<file path="src/rtl/lpam_pkg.sv">
// package: constants and carrier types for the low power entry and activity monitor
package lpam_pkg;

    localparam int unsigned CLK_HZ          = 10_000_000;
    localparam int unsigned AWORD           = 12;
    localparam logic [11:0] ADDR_CTRL       = 12'h000;
    localparam logic [11:0] ADDR_PARAM      = 12'h004;
    localparam logic [11:0] ADDR_TIMEOUT    = 12'h008;
    localparam logic [11:0] ADDR_STATUS     = 12'h00C;
    localparam logic [11:0] ADDR_COUNT      = 12'h010;

    // power control parameter bits
    localparam int unsigned PC_MASTER       = 7;
    localparam int unsigned PC_SER_EN       = 5;
    localparam int unsigned PC_SER_LONG     = 4;
    localparam int unsigned PC_SER_WARN     = 3;
    localparam int unsigned PC_IGN_EN       = 2;
    // activity monitor parameter bits
    localparam int unsigned AM_EN           = 7;
    localparam int unsigned AM_LP_EN        = 5;
    localparam int unsigned AM_LONG         = 4;
    localparam int unsigned AM_ALERT_EN     = 3;

    localparam logic [7:0]  PC_RESET        = 8'hFF;
    localparam logic [7:0]  AM_RESET        = 8'hF8;
    localparam logic [7:0]  AM_SHORT_STEPS  = 8'h1C;
    localparam logic [7:0]  AM_LONG_STEPS   = 8'hFF;
    localparam logic [7:0]  CNT_MAX         = 8'hFF;

    // control register bits (bits 0 and 1 write one to act, bit 2 holds the level written)
    localparam int unsigned CT_LP_CMD       = 0;
    localparam int unsigned CT_TMO_CLR      = 1;
    localparam int unsigned CT_BUS_MON      = 2;

    // times in their own units
    localparam int unsigned POLL_US         = 4_000;
    localparam int unsigned STEP_US         = 655_360;
    localparam int unsigned LP_DELAY_MS     = 1_000;
    localparam int unsigned ALERT_DELAY_MS  = 2_000;
    localparam int unsigned SER_SHORT_S     = 300;
    localparam int unsigned SER_LONG_S      = 1_200;
    localparam int unsigned SER_WARN_S      = 60;
    localparam int unsigned DEBOUNCE_MS     = 50;
    localparam int unsigned WAKE_RX_US      = 128;

    localparam int unsigned POLL_CYC        = POLL_US * (CLK_HZ / 1_000_000);
    localparam int unsigned STEP_CYC        = STEP_US * (CLK_HZ / 1_000_000);
    localparam int unsigned LP_DELAY_CYC    = LP_DELAY_MS * (CLK_HZ / 1_000);
    localparam int unsigned ALERT_DELAY_CYC = ALERT_DELAY_MS * (CLK_HZ / 1_000);
    localparam int unsigned SEC_CYC         = CLK_HZ;
    localparam int unsigned DEBOUNCE_CYC    = DEBOUNCE_MS * (CLK_HZ / 1_000);
    localparam int unsigned WAKE_RX_CYC     = WAKE_RX_US * (CLK_HZ / 1_000_000);

    typedef enum logic [1:0] {
        LPAM_RUN   = 2'b00,
        LPAM_DELAY = 2'b01,
        LPAM_SLEEP = 2'b10
    } lpam_state_e;

    typedef struct packed {
        logic act_alert;
        logic low_power_alert_message;
        logic count_reply;
    } lpam_msg_s;

endpackage : lpam_pkg

</file>
<file path="src/rtl/lpam_top.sv">
// module: activity monitor, standby entry paths and wake logic behind an APB slave
// What this block does
// - poll each bus input at least every 4 ms
// - mask bus inputs while we are transmitting
// - count steps of 0.65536 s since activity
// - eight-bit count saturates at FF
// - monitor disabled until first bus send
// - monitor held disabled while in bus monitoring
// - master enable bit 7 gates all entries
// - low power command enters standby after 1 s
// - standby: outputs off, voltage low, invert power
// - serial timeout needs power bits 7 and 5
// - serial timeout 5 or 20 minutes by b4
// - b3 sends activity alert 1 minute early
// - serial expiry: low power alert, standby 2 s later
// - bus standby needs monitor b7,b5 and power b7
// - bus timeout from b4 unless command overrides
// - timeout 00 suppresses all monitor outputs
// - monitor can alert without ever sleeping
// - ignition low enters only with b2 and b7
// - debounce ignition, alert, standby 2 s later
// - count query returns current eight-bit count
// - rx low 128 us wakes from standby
// - ignition low then high always wakes
//
// The APB interface to the registers and the register addresses were left to the implementer.
`timescale 1ns/1ps
`default_nettype none
module lpam_top #(
    parameter int unsigned N_BUS      = 4,
    parameter int unsigned STEP_CYCLES = lpam_pkg::STEP_CYC,
    parameter int unsigned POLL_CYCLES = lpam_pkg::POLL_CYC,
    parameter int unsigned LP_CYCLES  = lpam_pkg::LP_DELAY_CYC,
    parameter int unsigned ALERT_CYCLES = lpam_pkg::ALERT_DELAY_CYC,
    parameter int unsigned SEC_CYCLES = lpam_pkg::SEC_CYC,
    parameter int unsigned DEB_CYCLES = lpam_pkg::DEBOUNCE_CYC
) (
    input  wire logic             pclk,
    input  wire logic             presetn,
    input  wire logic             clk_en,
    input  wire logic             psel,
    input  wire logic             penable,
    input  wire logic             pwrite,
    input  wire logic [11:0]      paddr,
    input  wire logic [31:0]      pwdata,
    output logic [31:0]           prdata,
    output logic                  pready,
    output logic                  pslverr,
    input  wire logic [N_BUS-1:0] bus_in,
    input  wire logic             bus_tx_active,
    input  wire logic             bus_send_start,
    input  wire logic             serial_rx,
    input  wire logic             ignition_monitor_input,
    output logic                  standby,
    output logic                  outputs_off,
    output logic                  j1850_vctl,
    output logic                  power_ctl,
    output lpam_pkg::lpam_msg_s   msg
);

    // ---------------- APB slave ----------------
    wire acc    = psel & penable & clk_en;
    wire wr     = acc & pwrite;
    wire rd     = acc & ~pwrite;
    wire rd_set = psel & ~penable & ~pwrite;
    wire a_ctrl = paddr == lpam_pkg::ADDR_CTRL;
    wire a_par  = paddr == lpam_pkg::ADDR_PARAM;
    wire a_tmo  = paddr == lpam_pkg::ADDR_TIMEOUT;
    wire a_sts  = paddr == lpam_pkg::ADDR_STATUS;
    wire a_cnt  = paddr == lpam_pkg::ADDR_COUNT;
    wire mapped = a_ctrl | a_par | a_tmo | a_sts | a_cnt;

    logic [7:0]  power_control_param;
    logic [7:0]  activity_monitor_param;
    logic [7:0]  amt_value;
    logic        amt_set;
    logic        bus_mon;
    logic [7:0]  act_count;
    logic        mon_enabled;
    lpam_pkg::lpam_state_e state;

    wire lp_cmd   = wr & a_ctrl & pwdata[lpam_pkg::CT_LP_CMD];
    wire tmo_clr  = wr & a_ctrl & pwdata[lpam_pkg::CT_TMO_CLR];
    wire query    = rd & a_cnt;

    assign pready  = 1'b1;
    assign pslverr = psel & penable & ~mapped;

    wire [31:0] rd_mux =
        a_ctrl ? {29'h0, bus_mon, 2'h0} :
        a_par  ? {16'h0, activity_monitor_param, power_control_param} :
        a_tmo  ? {23'h0, amt_set, amt_value} :
        a_sts  ? {28'h0, mon_enabled, standby, state} :
        a_cnt  ? {24'h0, act_count} : 32'h0;

    always_ff @(posedge pclk or negedge presetn) begin
        if (!presetn) begin
            prdata                 <= 32'h0;
            power_control_param    <= lpam_pkg::PC_RESET;
            activity_monitor_param <= lpam_pkg::AM_RESET;
            amt_value              <= 8'h00;
            amt_set                <= 1'b0;
            bus_mon                <= 1'b0;
        end else if (clk_en) begin
            // captured in setup so read data stands at the access edge
            if (rd_set) begin
                prdata <= rd_mux;
            end
            if (wr & a_par) begin
                power_control_param    <= pwdata[7:0];
                activity_monitor_param <= pwdata[15:8];
            end
            if (wr & a_tmo) begin
                amt_value <= pwdata[7:0];
                amt_set   <= 1'b1;
            end else if (tmo_clr) begin
                amt_set <= 1'b0;
            end
            if (wr & a_ctrl) begin
                bus_mon <= pwdata[lpam_pkg::CT_BUS_MON];
            end
        end
    end

    // ---------------- activity monitor ----------------
    wire master_en = power_control_param[lpam_pkg::PC_MASTER];
    logic [$clog2(POLL_CYCLES+1)-1:0] poll_cnt;
    logic [$clog2(STEP_CYCLES+1)-1:0] step_cnt;
    logic                             seen;
    wire poll_tick = poll_cnt == '0;
    wire step_tick = step_cnt == '0;
    // samples land on every poll tick, exactly at the 4 ms bound
    wire bus_hit   = poll_tick & ~bus_tx_active & (|bus_in);
    wire mon_run   = mon_enabled & ~bus_mon & ~standby;

    always_ff @(posedge pclk or negedge presetn) begin
        if (!presetn) begin
            mon_enabled <= 1'b0;
            poll_cnt    <= '0;
            step_cnt    <= '0;
            act_count   <= 8'h00;
            seen        <= 1'b0;
        end else if (clk_en) begin
            if (bus_send_start) begin
                mon_enabled <= 1'b1;
            end
            poll_cnt <= poll_tick ? ($bits(poll_cnt))'(POLL_CYCLES - 1) : poll_cnt - 1'b1;
            seen     <= bus_hit;
            if (!mon_run || bus_hit) begin
                step_cnt  <= ($bits(step_cnt))'(STEP_CYCLES - 1);
                act_count <= 8'h00;
            end else if (step_tick) begin
                step_cnt <= ($bits(step_cnt))'(STEP_CYCLES - 1);
                if (act_count != lpam_pkg::CNT_MAX) begin
                    act_count <= act_count + 8'h01;
                end
            end else begin
                step_cnt <= step_cnt - 1'b1;
            end
        end
    end

    wire [7:0] am_limit = amt_set ? amt_value :
        (activity_monitor_param[lpam_pkg::AM_LONG] ? lpam_pkg::AM_LONG_STEPS : lpam_pkg::AM_SHORT_STEPS);
    wire am_out_ok = mon_run & (am_limit != 8'h00)
                   & activity_monitor_param[lpam_pkg::AM_EN];
    wire am_expire = am_out_ok & step_tick & (act_count + 8'h01 == am_limit);
    wire am_alert  = am_expire & activity_monitor_param[lpam_pkg::AM_ALERT_EN];
    wire am_sleep  = am_expire & activity_monitor_param[lpam_pkg::AM_LP_EN] & master_en;

    // ---------------- serial inactivity ----------------
    logic [$clog2(SEC_CYCLES+1)-1:0] sec_cnt;
    logic [10:0]                     ser_secs;
    logic                            rx_q;
    wire sec_tick   = sec_cnt == '0;
    wire rx_edge    = rx_q ^ serial_rx;
    wire [10:0] ser_limit = power_control_param[lpam_pkg::PC_SER_LONG] ?
                            11'(lpam_pkg::SER_LONG_S) : 11'(lpam_pkg::SER_SHORT_S);
    wire ser_en     = master_en & power_control_param[lpam_pkg::PC_SER_EN];
    wire ser_step   = ser_en & (state == lpam_pkg::LPAM_RUN) & sec_tick;
    wire ser_warn   = ser_step & power_control_param[lpam_pkg::PC_SER_WARN]
                    & (ser_secs + 11'(lpam_pkg::SER_WARN_S) + 11'h1 == ser_limit);
    wire ser_expire = ser_step & (ser_secs + 11'h1 == ser_limit);

    always_ff @(posedge pclk or negedge presetn) begin
        if (!presetn) begin
            sec_cnt  <= '0;
            ser_secs <= 11'h000;
            rx_q     <= 1'b1;
        end else if (clk_en) begin
            rx_q    <= serial_rx;
            sec_cnt <= (sec_tick || rx_edge) ? ($bits(sec_cnt))'(SEC_CYCLES - 1) : sec_cnt - 1'b1;
            if (rx_edge || !ser_en || state != lpam_pkg::LPAM_RUN) begin
                ser_secs <= 11'h000;
            end else if (ser_step && ser_secs != ser_limit) begin
                ser_secs <= ser_secs + 11'h001;
            end
        end
    end

    // ---------------- ignition debounce ----------------
    logic                            ign_stable;
    logic                            ign_low_seen;
    logic [$clog2(DEB_CYCLES+1)-1:0] deb_cnt;
    logic ign_q_diff;
    assign ign_q_diff = ignition_monitor_input != ign_stable;
    wire ign_go_low  = ign_q_diff & (deb_cnt == '0) & ign_stable;
    wire ign_go_high = ign_q_diff & (deb_cnt == '0) & ~ign_stable;
    wire ign_entry   = ign_go_low & master_en
                     & power_control_param[lpam_pkg::PC_IGN_EN]
                     & (state == lpam_pkg::LPAM_RUN);

    always_ff @(posedge pclk or negedge presetn) begin
        if (!presetn) begin
            ign_stable   <= 1'b1;
            ign_low_seen <= 1'b0;
            deb_cnt      <= '0;
        end else if (clk_en) begin
            if (!ign_q_diff) begin
                deb_cnt <= ($bits(deb_cnt))'(DEB_CYCLES - 1);
            end else if (deb_cnt != '0) begin
                deb_cnt <= deb_cnt - 1'b1;
            end else begin
                ign_stable <= ignition_monitor_input;
            end
            if (!standby) begin
                ign_low_seen <= 1'b0;
            end else if (ign_go_low || !ign_stable) begin
                ign_low_seen <= 1'b1;
            end
        end
    end

    // ---------------- rx wake detect ----------------
    localparam int unsigned WAKE_RX_CYCLES_W = lpam_pkg::WAKE_RX_CYC;
    logic [$clog2(WAKE_RX_CYCLES_W+1)-1:0] rx_low_cnt;
    wire rx_wake  = standby & ~serial_rx & (rx_low_cnt == ($bits(rx_low_cnt))'(WAKE_RX_CYCLES_W - 1));
    wire ign_wake = standby & ign_low_seen & ign_go_high;

    always_ff @(posedge pclk or negedge presetn) begin
        if (!presetn) begin
            rx_low_cnt <= '0;
        end else if (clk_en) begin
            if (!standby || serial_rx) begin
                rx_low_cnt <= '0;
            end else if (!rx_wake) begin
                rx_low_cnt <= rx_low_cnt + 1'b1;
            end
        end
    end

    // ---------------- standby sequencer ----------------
    logic [$clog2(ALERT_CYCLES+LP_CYCLES+1)-1:0] dly_cnt;
    lpam_pkg::lpam_state_e next_state;
    wire alert_go = ser_expire | ign_entry | am_sleep;
    wire cmd_go   = lp_cmd & master_en & (state == lpam_pkg::LPAM_RUN);

    always_comb begin
        next_state = state;
        case (state)
            lpam_pkg::LPAM_RUN: begin
                if (cmd_go || alert_go) begin
                    next_state = lpam_pkg::LPAM_DELAY;
                end
            end
            lpam_pkg::LPAM_DELAY: begin
                if (dly_cnt == '0) begin
                    next_state = lpam_pkg::LPAM_SLEEP;
                end
            end
            lpam_pkg::LPAM_SLEEP: begin
                if (rx_wake || ign_wake) begin
                    next_state = lpam_pkg::LPAM_RUN;
                end
            end
            default: next_state = lpam_pkg::LPAM_RUN;
        endcase
    end

    always_ff @(posedge pclk or negedge presetn) begin
        if (!presetn) begin
            state   <= lpam_pkg::LPAM_RUN;
            dly_cnt <= '0;
            msg     <= '0;
        end else if (clk_en) begin
            state           <= next_state;
            msg.act_alert   <= ser_warn | am_alert;
            msg.low_power_alert_message    <= (state == lpam_pkg::LPAM_RUN) & ~cmd_go & alert_go;
            msg.count_reply <= query;
            if (state == lpam_pkg::LPAM_RUN) begin
                dly_cnt <= cmd_go ? ($bits(dly_cnt))'(LP_CYCLES - 1) : ($bits(dly_cnt))'(ALERT_CYCLES - 1);
            end else if (dly_cnt != '0) begin
                dly_cnt <= dly_cnt - 1'b1;
            end
        end
    end

    // standby output changes, power control inverted while asleep
    always_ff @(posedge pclk or negedge presetn) begin
        if (!presetn) begin
            standby     <= 1'b0;
            outputs_off <= 1'b0;
            j1850_vctl  <= 1'b1;
            power_ctl   <= 1'b1;
        end else if (clk_en) begin
            standby     <= next_state == lpam_pkg::LPAM_SLEEP;
            outputs_off <= next_state == lpam_pkg::LPAM_SLEEP;
            j1850_vctl  <= next_state != lpam_pkg::LPAM_SLEEP;
            power_ctl   <= next_state != lpam_pkg::LPAM_SLEEP;
        end
    end

    a_count_saturates: assert property (@(posedge pclk) disable iff (!presetn)
        clk_en && $past(act_count) == lpam_pkg::CNT_MAX && act_count != 8'h00 |-> act_count == lpam_pkg::CNT_MAX)
        else $error("activity count wrapped");
    a_tx_masked: assert property (@(posedge pclk) disable iff (!presetn)
        bus_tx_active |-> !bus_hit) else $error("own transmission counted");
    a_disabled_reset: assert property (@(posedge pclk) disable iff (!presetn)
        !mon_enabled |-> act_count == 8'h00) else $error("count moved while disabled");
    a_mon_hold: assert property (@(posedge pclk) disable iff (!presetn)
        clk_en && bus_mon |=> act_count == 8'h00) else $error("count moved in monitoring mode");
    a_master_gate: assert property (@(posedge pclk) disable iff (!presetn)
        state == lpam_pkg::LPAM_RUN && !master_en |=> state == lpam_pkg::LPAM_RUN)
        else $error("standby entry without master enable");
    a_sleep_outputs: assert property (@(posedge pclk) disable iff (!presetn)
        standby |-> outputs_off && !j1850_vctl && !power_ctl) else $error("standby outputs wrong");
    a_zero_blocks: assert property (@(posedge pclk) disable iff (!presetn)
        amt_set && amt_value == 8'h00 |-> !am_alert && !am_sleep) else $error("timeout 00 not suppressing");
    a_ign_gate: assert property (@(posedge pclk) disable iff (!presetn)
        clk_en && ign_entry |=> state == lpam_pkg::LPAM_DELAY) else $error("ignition gate");
    a_clear_hit: assert property (@(posedge pclk) disable iff (!presetn)
        clk_en && bus_hit |=> act_count == 8'h00) else $error("activity did not clear count");

    // poll, count, sequencing, alert and wake checks
    a_poll_bound: assert property (@(posedge pclk) disable iff (!presetn)
        poll_cnt < POLL_CYCLES)
        else $error("poll interval too long");
    a_seen_clears: assert property (@(posedge pclk) disable iff (!presetn)
        seen |-> act_count == 8'h00)
        else $error("count kept after activity");
    a_step_count: assert property (@(posedge pclk) disable iff (!presetn)
        clk_en && mon_run && !bus_hit && step_tick && act_count != lpam_pkg::CNT_MAX
        |=> act_count == $past(act_count) + 8'h01)
        else $error("count missed a step");
    a_send_enables: assert property (@(posedge pclk) disable iff (!presetn)
        clk_en && bus_send_start |=> mon_enabled)
        else $error("send did not enable monitor");
    a_cmd_delay: assert property (@(posedge pclk) disable iff (!presetn)
        clk_en && cmd_go |=> state == lpam_pkg::LPAM_DELAY && !msg.low_power_alert_message)
        else $error("command did not start delay");
    a_delay_sleep: assert property (@(posedge pclk) disable iff (!presetn)
        clk_en && state == lpam_pkg::LPAM_DELAY && dly_cnt == '0 |=> standby)
        else $error("delay end without standby");
    a_standby_state: assert property (@(posedge pclk) disable iff (!presetn)
        standby == (state == lpam_pkg::LPAM_SLEEP))
        else $error("standby flag out of step");
    a_warn_alert: assert property (@(posedge pclk) disable iff (!presetn)
        clk_en && ser_warn |=> msg.act_alert)
        else $error("serial warning not sent");
    a_ser_alert: assert property (@(posedge pclk) disable iff (!presetn)
        clk_en && ser_expire && !cmd_go |=> msg.low_power_alert_message)
        else $error("serial expiry alert not sent");
    a_low_power_alert_message_delay: assert property (@(posedge pclk) disable iff (!presetn)
        msg.low_power_alert_message |-> state == lpam_pkg::LPAM_DELAY)
        else $error("alert outside standby delay");
    a_count_reply: assert property (@(posedge pclk) disable iff (!presetn)
        clk_en && query |=> msg.count_reply)
        else $error("count query not answered");
    a_rx_wake: assert property (@(posedge pclk) disable iff (!presetn)
        clk_en && rx_wake |=> !standby)
        else $error("rx pulse did not wake");
    a_ign_wake: assert property (@(posedge pclk) disable iff (!presetn)
        clk_en && ign_wake |=> !standby)
        else $error("ignition did not wake");

endmodule : lpam_top
`default_nettype wire

</file>
<file path="config.mk">
export PLATFORM = sky130hd
export DESIGN_NAME = lpam_top
export DESIGN_NICKNAME = d
export VERILOG_FILES = /design/src/rtl/lpam_pkg.sv /design/src/rtl/lpam_top.sv
export SDC_FILE = /design/constraint.sdc
export NUM_CORES = 1
export LEC_CHECK = 0
export ABC_CLOCK_PERIOD_IN_PS = 3100
export BUFFER_PORTS_ARGS = -buffer_cell sky130_fd_sc_hd__buf_2
export CAP_MARGIN = 40
export CORE_MARGIN = 4
export CORE_UTILIZATION = 40
export DETAILED_ROUTE_END_ITERATION = 10
export MAX_ROUTING_LAYER = met4
export PLACE_DENSITY = 0.56
export SLEW_MARGIN = 20
export SYNTH_ARGS = -nofsm -noshare
export SYNTH_HDL_FRONTEND = slang
export SYNTH_SLANG_ARGS = --single-unit
</file>
<file path="constraint.sdc">
create_clock -name pclk -period 3.1 [get_ports pclk]
set_input_delay 0.155 -clock pclk [delete_from_list [all_inputs] [get_ports pclk]]
set_output_delay 0.155 -clock pclk [all_outputs]
set_load 0.1 [all_outputs]
</file>
==> results of run 1 <==
-- power breakdown --
group | switching (mW) | internal (mW)
Clock | 1.09 | 1.16
Combinational | 0.680 | 0.287
Sequential | 0.184 | 2.67
Total | 1.96 | 4.11
-- timing repair --
action,CTS,global route
setup endpoints to repair,0,2
gates resized for setup,0,1
hold buffers,17,0
endpoints found under the hold margin,102,0
-- cells by family after synthesis --
| group | Yosys count | share of synthesized area [%] |
|---|---|---|
| DFF | 190 | 45.74 |
| xor gates and xnor gates | 95 | 7.971 |
| buffers and inverters | 94 | 4.087 |
| AOI/OAI and AO/OA | 212 | 12.97 |
| other | 2 | 0.07194 |
| and+or+nand+nor | 495 | 23.82 |
| adders and majority gates | 13 | 1.558 |
| muxes | 36 | 3.788 |
-- state kept, by name (all words and copies together), names as in the netlist, 8 cells and up --
signal and flops:
dly_cnt 25, sec_cnt 24, step_cnt 23, deb_cnt 19, poll_cnt 16, prdata 16, rx_low_cnt 11, ser_secs 11
act_count 8, activity_monitor_param 8, amt_value 8, power_control_param 8
-- stage by stage --
stage / util [%] / hold slack [ns]
2_1_floorplan: - / -0.1406
3_3_place_gp: 43.86 / 0.2875
3_5_place_dp: 43.86 / 0.2861
4_1_cts: 46.92 / 0.03394
5_1_grt: 46.95 / 0.03666
6_report: 46.95 / 0.04784
-- path summary, 6_finish.rpt --
| check | depth (start not counted) | to | slack (ns) |
|---|---|---|---|
| worst max-delay path | 7 | act_count[5]$_DFFE_PN0P_ | 0.24 |
| worst min-delay path | 2 | rx_q$_DFFE_PN1P_ | 0.05 |
| worst max register to register | 7 | act_count[5]$_DFFE_PN0P_ | 0.24 |
| worst min register to register | 1 | mon_enabled$_DFFE_PN0P_ | 0.48 |
| max in group asynchronous | 3 | poll_cnt[5]$_DFFE_PN0P_ | 1.95 |
| min in group asynchronous | 2 | prdata[13]$_DFFE_PN0P_ | 0.34 |
-- final cells by class --
type                    count  area [um^2]  area share, %
flip-flops and latches    190         4775          40.04
clock buffers              17        425.4          3.568
multi-input cells         868         5300          44.45
clock inverters            15        181.4          1.522
inverters                  26        97.59         0.8185
repair buffers            109        732.0          6.139
well taps                 330        412.9          3.463
-- layout by cell type, fill, tap and decap left out, types with 13 or more instances in the layout --
cell type / instances
dfrtp_1: 174
nand2_1: 130
nor2_1: 120
buf_2: 64
xnor2_1: 62
a21oi_1: 61
o21ai_0: 52
nor3_1: 48
nand3_1: 37
nor4_1: 35
xor2_1: 33
mux2_2: 28
inv_1: 26
buf_4: 25
a31oi_1: 19
and3_1: 18
o31ai_1: 17
conb_1: 17
clkbuf_16: 17
dlygate4sd3_1: 17
dfstp_2: 16
nand4_1: 15
or4_1: 14
a22o_1: 13
ha_1: 13
-- worst max-delay path: cells and delay by family, from the launching register on --
kind	cells	cell delay [ns]
compound gates	4	0.64
simple gates	3	1.64
flops	1	0.44
-- layer usage --
metal | global-route usage (%) | vias to the layer above | part of all wire, %
li1 | - | 4178 | -
met1 | 25.64 | 4130 | 48
met2 | 28.91 | 148 | 48
met3 | 2.632 | 9 | 3.4
met4 | 3.780 | 0 | 0.77
met5 | - | - | 0
-- cells in the mapped netlist, drive strengths merged (3+ instances only) --
library cell and n:
mux2i 8, a41oi 5, nand3b 8, or4 16
nand3 38, a31oi 19, nand4 15, ha 13
xor2 33, nor2b 10, or3 11, o21ai 57
a22oi 4, and3 18, a21oi 61, and4 4
a22o 13, or2 5, nor3b 4, nor4bb 4
nand4b 3, clkbuf 42, and2 7, a31o 3
nand2b 7, mux2 28, dfstp 16, nor4b 5
o22a 5, nor3 48, xnor2 62, inv 26
nor2 120, dfrtp 174, nor4 36, buf 26
o21a 3, nand2 130, o31ai 17
==> flow_metrics.tcl, run 1 <==
set metrics [dict create \
    slew_violations 0 \
    setup_slack_ns 0.2399 \
    slowest_delay_ns 0.56 \
    peakVddDrop_mv 0.3307 \
    first_pass_iters 4 \
    cp.arrival_ns 3.17 \
    final_cell_area_mm2 0.01192 \
    rsz0062_at_grt "no" \
    place_area_mm2 0.01114 \
    holdCritPathClass "in -> reg" \
    ys_warn_count 0 \
    cp_max_fo 6 \
    rows 58 \
    path_cells "or4_4 -> or4_1 -> or4_4 -> a41oi_4 -> a21oi_1 -> o21ai_1 -> o41ai_2" \
    finalPower_mw 6.069 \
    top_level_ports 99 \
    post-place-ws_ns 0.2453 \
    drv_cap 0 \
    h-tree-depth 4 \
    cp_slowest_cell "or4_4" \
    ys_types 69 \
    critPathRequiredTime_ns 3.41 \
    route.detailed.drc 0 \
    grt_max_degree 91 \
    die-width_um 169.5 \
    drt-initial-drc-count 443 \
    grt_pass1_wl_um 42260 \
    initial_utilization_pct 41.10 \
    wirelength_um 25100 \
    avgSynthCellArea_um2 9.181 \
    path_clk_slew_ns 0.09 \
    status "complete, no violations" \
    ctsLongestPathBuffers 2 \
    path_class "reg -> reg" \
    period_needed_ns 2.860 \
    synthTopCellsByArea "dfrtp_1 42%, xnor2_1 5.2%, nand2_1 4.7%, nor2_1 4.3%, dfstp_2 4.0%" \
    gp_congestion 0.8204 \
    vias 8465 \
    grt-ovfl-total 0 \
    fillers 2459 \
    cpMostUsedCell "or4_4" \
    synthCells 1137 \
    grtUsageTotal_pct 18.39 \
    ys.flop_type "dfrtp_1" \
    r2r-start "step_cnt[9]$_DFFE_PN0P_" \
    root_buffer "clkbuf_16" \
    synth_edf_count 0 \
    routed_via_density 5.444 \
    hp-start "serial_rx" \
    area_delta_synth_final_pct 14.23 \
    tightest_slew_ns 0.8290 \
    die-area_mm2 0.02875 \
    setup_tns_ns 0 \
    port_buffers 65 \
    nets 1283 \
    cts-buffers-inserted 17 \
    max_clock_freq_mhz 349.6 \
    dp_cells 1506 \
    fp.coreArea_mm2 0.02540 \
    clock_sinks 190 \
    cts_tree "built" \
    dp_hpwl_um 17880 \
    ys_ff_latch 190 \
    p_leak_nw 4.844 \
    finalNonFillerCells 1555 \
    synthDominantCellAreaShare_pct 41.71 \
    antenna_found_initial 0 \
    power_density_mw_per_mm2 509.0 \
    slew-limit-headroom_pct 44.53 \
    synth.cell_area_mm2 0.01044 \
    antenna_cells 0 \
    yosysSeqAreaShare_pct 45.74 \
    clock_latency_ns 0.45 \
    startpoint_type "register" \
    die_h_um 169.5 \
    setup_viol 0 \
    skew_ns 0.01990 \
    endpoint_kind "register" \
    routedWlPerCell_um 16.14 \
    cp-startpoint "step_cnt[9]$_DFFE_PN0P_" \
    drtAntennaViolNets 0 \
    post-cts-setup-buffer-count 0 \
    synth_top_area_cell "dfrtp_1" \
    grt_pass1_vias 8171 \
    async_reset_ff_share_pct 100.0 \
    finalHoldViolations 0 \
    min_period_over_period_pct 92.26 \
    final_layout_size_suffix_gt1_share_pct 15.18 \
]
(Power assumes the default switching activity.)
==> run 2, diff against run 1 <==
- MAX_ROUTING_LAYER: met4 -> default
- SLEW_MARGIN: 20 -> 15
==> run 2 against run 1 <==
  * Core utilization is the same
  * Critical endpoint unchanged
  * Cell area is the same
  * Sequential power is essentially flat
  * First-iteration DRC count grew 7.0%
==> flow_metrics.tcl, run 2 (synthesis results as in run 1) <==
set metrics [dict create \
    die-width_um 169.5 \
    setup_viol 0 \
    slew_violations 0 \
    drt-initial-drc-count 474 \
    peakVddDrop_mv 0.3286 \
    grt_pass1_wl_um 42220 \
    top_level_ports 99 \
    largest_reg_flops 25 \
    most-common-layout-cells "174 x dfrtp_1, 130 x nand2_1, 120 x nor2_1" \
    intPower_mw 4.113 \
    die_h_um 169.5 \
    clock_latency_ns 0.45 \
    combinationalPowerShare_pct 15.9 \
    die-area_mm2 0.02875 \
    p_sw_mw 1.957 \
    post-place-ws_ns 0.2453 \
    root_buffer "clkbuf_16" \
    vias 8512 \
    period_needed_ns 2.863 \
    critPathRequiredTime_ns 3.40 \
    holdCritPathClass "in -> reg" \
    max_clock_freq_mhz 349.3 \
    endpoint_kind "register" \
    drtAntennaViolNets 0 \
    clockPowerShare_pct 37.0 \
    regMostFlops "dly_cnt" \
    seq_power_share_pct 47.0 \
    min_period_over_period_pct 92.35 \
    p_leak_nw 4.844 \
    rsz0062_at_grt "no" \
    port_buffers 65 \
    grt_max_degree 91 \
    final_layout_size_suffix_gt1_share_pct 15.18 \
    grt_pass1_vias 8188 \
    nets 1283 \
    grt-ovfl-total 0 \
    power_density_mw_per_mm2 509.1 \
    post-cts-setup-buffer-count 0 \
    grtUsageTotal_pct 17.83 \
    regArea_mm2 0.004775 \
    finalHoldViolations 0 \
    r2r_slack_ns 0.24 \
    antenna_cells 0 \
    routedWlPerCell_um 16.17 \
    antenna_found_initial 0 \
    multi_input_area_mm2 0.005300 \
    tightest_slew_ns 0.8100 \
    drv_cap 0 \
    wirelength_um 25150 \
    cp.arrival_ns 3.17 \
    ctsLongestPathBuffers 2 \
    fp.coreArea_mm2 0.02540 \
    finalPower_mw 6.070 \
    initial_utilization_pct 41.10 \
    slew-limit-headroom_pct 45.80 \
    route.detailed.drc 0 \
    cts-buffers-inserted 17 \
    setup_slack_ns 0.2371 \
    p_sw_share_pct 32.24 \
    top_regs "dly_cnt x25, sec_cnt x24, step_cnt x23" \
    dp_hpwl_um 17880 \
    fillers 2459 \
    skew_ns 0.02044 \
    cts_tree "built" \
    cp_max_fo 6 \
    routed_via_density 5.474 \
    path_class "reg -> reg" \
    final_common_cell "dfrtp_1" \
    area_delta_synth_final_pct 14.23 \
    first_pass_iters 5 \
    gp_congestion 0.8086 \
    h-tree-depth 4 \
    startpoint_type "register" \
    clock_sinks 190 \
    status "complete, no violations" \
    path_clk_slew_ns 0.09 \
    setup_tns_ns 0 \
    rows 58 \
]
==> run 2: cell counts in the layout (fill, tap and decap cells not counted) <==
No cell type changed its count.
==> run 2: routing by layer <==
metal / vias to the layer above / GRT usage, % / wire length [um] / part of all wire, %
met5: - / 0 / 0 / 0
met2: 145 / 28.98 / 11980 / 48
met1: 4177 / 25.52 / 12130 / 48
met4: 0 / 3.780 / 194 / 0.77
li1: 4180 / - / - / -
met3: 10 / 2.632 / 850 / 3.4
==> run 2: final timing paths <==
path,from,endpoint,cells after the start
setup / recovery,step_cnt[9]$_DFFE_PN0P_,act_count[5]$_DFFE_PN0P_,7
setup reg to reg,step_cnt[9]$_DFFE_PN0P_,act_count[5]$_DFFE_PN0P_,7
hold / removal,serial_rx,rx_q$_DFFE_PN1P_,2
min in group asynchronous,presetn,prdata[13]$_DFFE_PN0P_,2
hold reg to reg,mon_enabled$_DFFE_PN0P_,mon_enabled$_DFFE_PN0P_,1
max in group asynchronous,presetn,poll_cnt[5]$_DFFE_PN0P_,3
==> run 2: repair_timing <==
action                                  4_1_cts  5_1_grt
hold buffers                                 17        0
endpoints found under the hold margin       102        0
endpoints found under the setup margin        0        3
resized for setup                             0        1
==> run 2: per-stage QoR <==
stage	util (%)	cells	hold WS (ns)	instance area, um^2
floorplan	-	1152	-0.1406	10500
global placement	43.86	1506	0.2875	11140
detailed placement	43.86	1506	0.2861	11140
CTS	46.92	1555	0.03394	11920
global route	46.95	1555	0.03670	11920
finish	46.95	1555	0.04392	11920
==> run 2: layout make-up <==
class	count	share of cell area [%]
clock buffers	17	3.568
well taps	330	3.463
multi-input cells	868	44.45
flip-flops and latches	190	40.04
clock inverters	15	1.522
repair buffers	109	6.139
inverters	26	0.8185
==> run 2: critical path, cell delays in order, from the launching register on <==
cell and delay, ns:
dfrtp_1 0.44, or4_4 0.56, or4_1 0.54, or4_4 0.54
a41oi_4 0.29, a21oi_1 0.11, o21ai_1 0.15, o41ai_2 0.09
==> run 2: power by group through the flow <==
stage,sequential [mW],clock (mW),combinational [mW]
2_1_floorplan,2.98,0,0.597
6_report,2.86,2.25,0.967
5_1_grt,2.89,2.42,1.07
3_5_place_dp,2.90,0,0.959
4_1_cts,2.85,2.32,0.979
3_3_place_gp,2.89,0,0.945
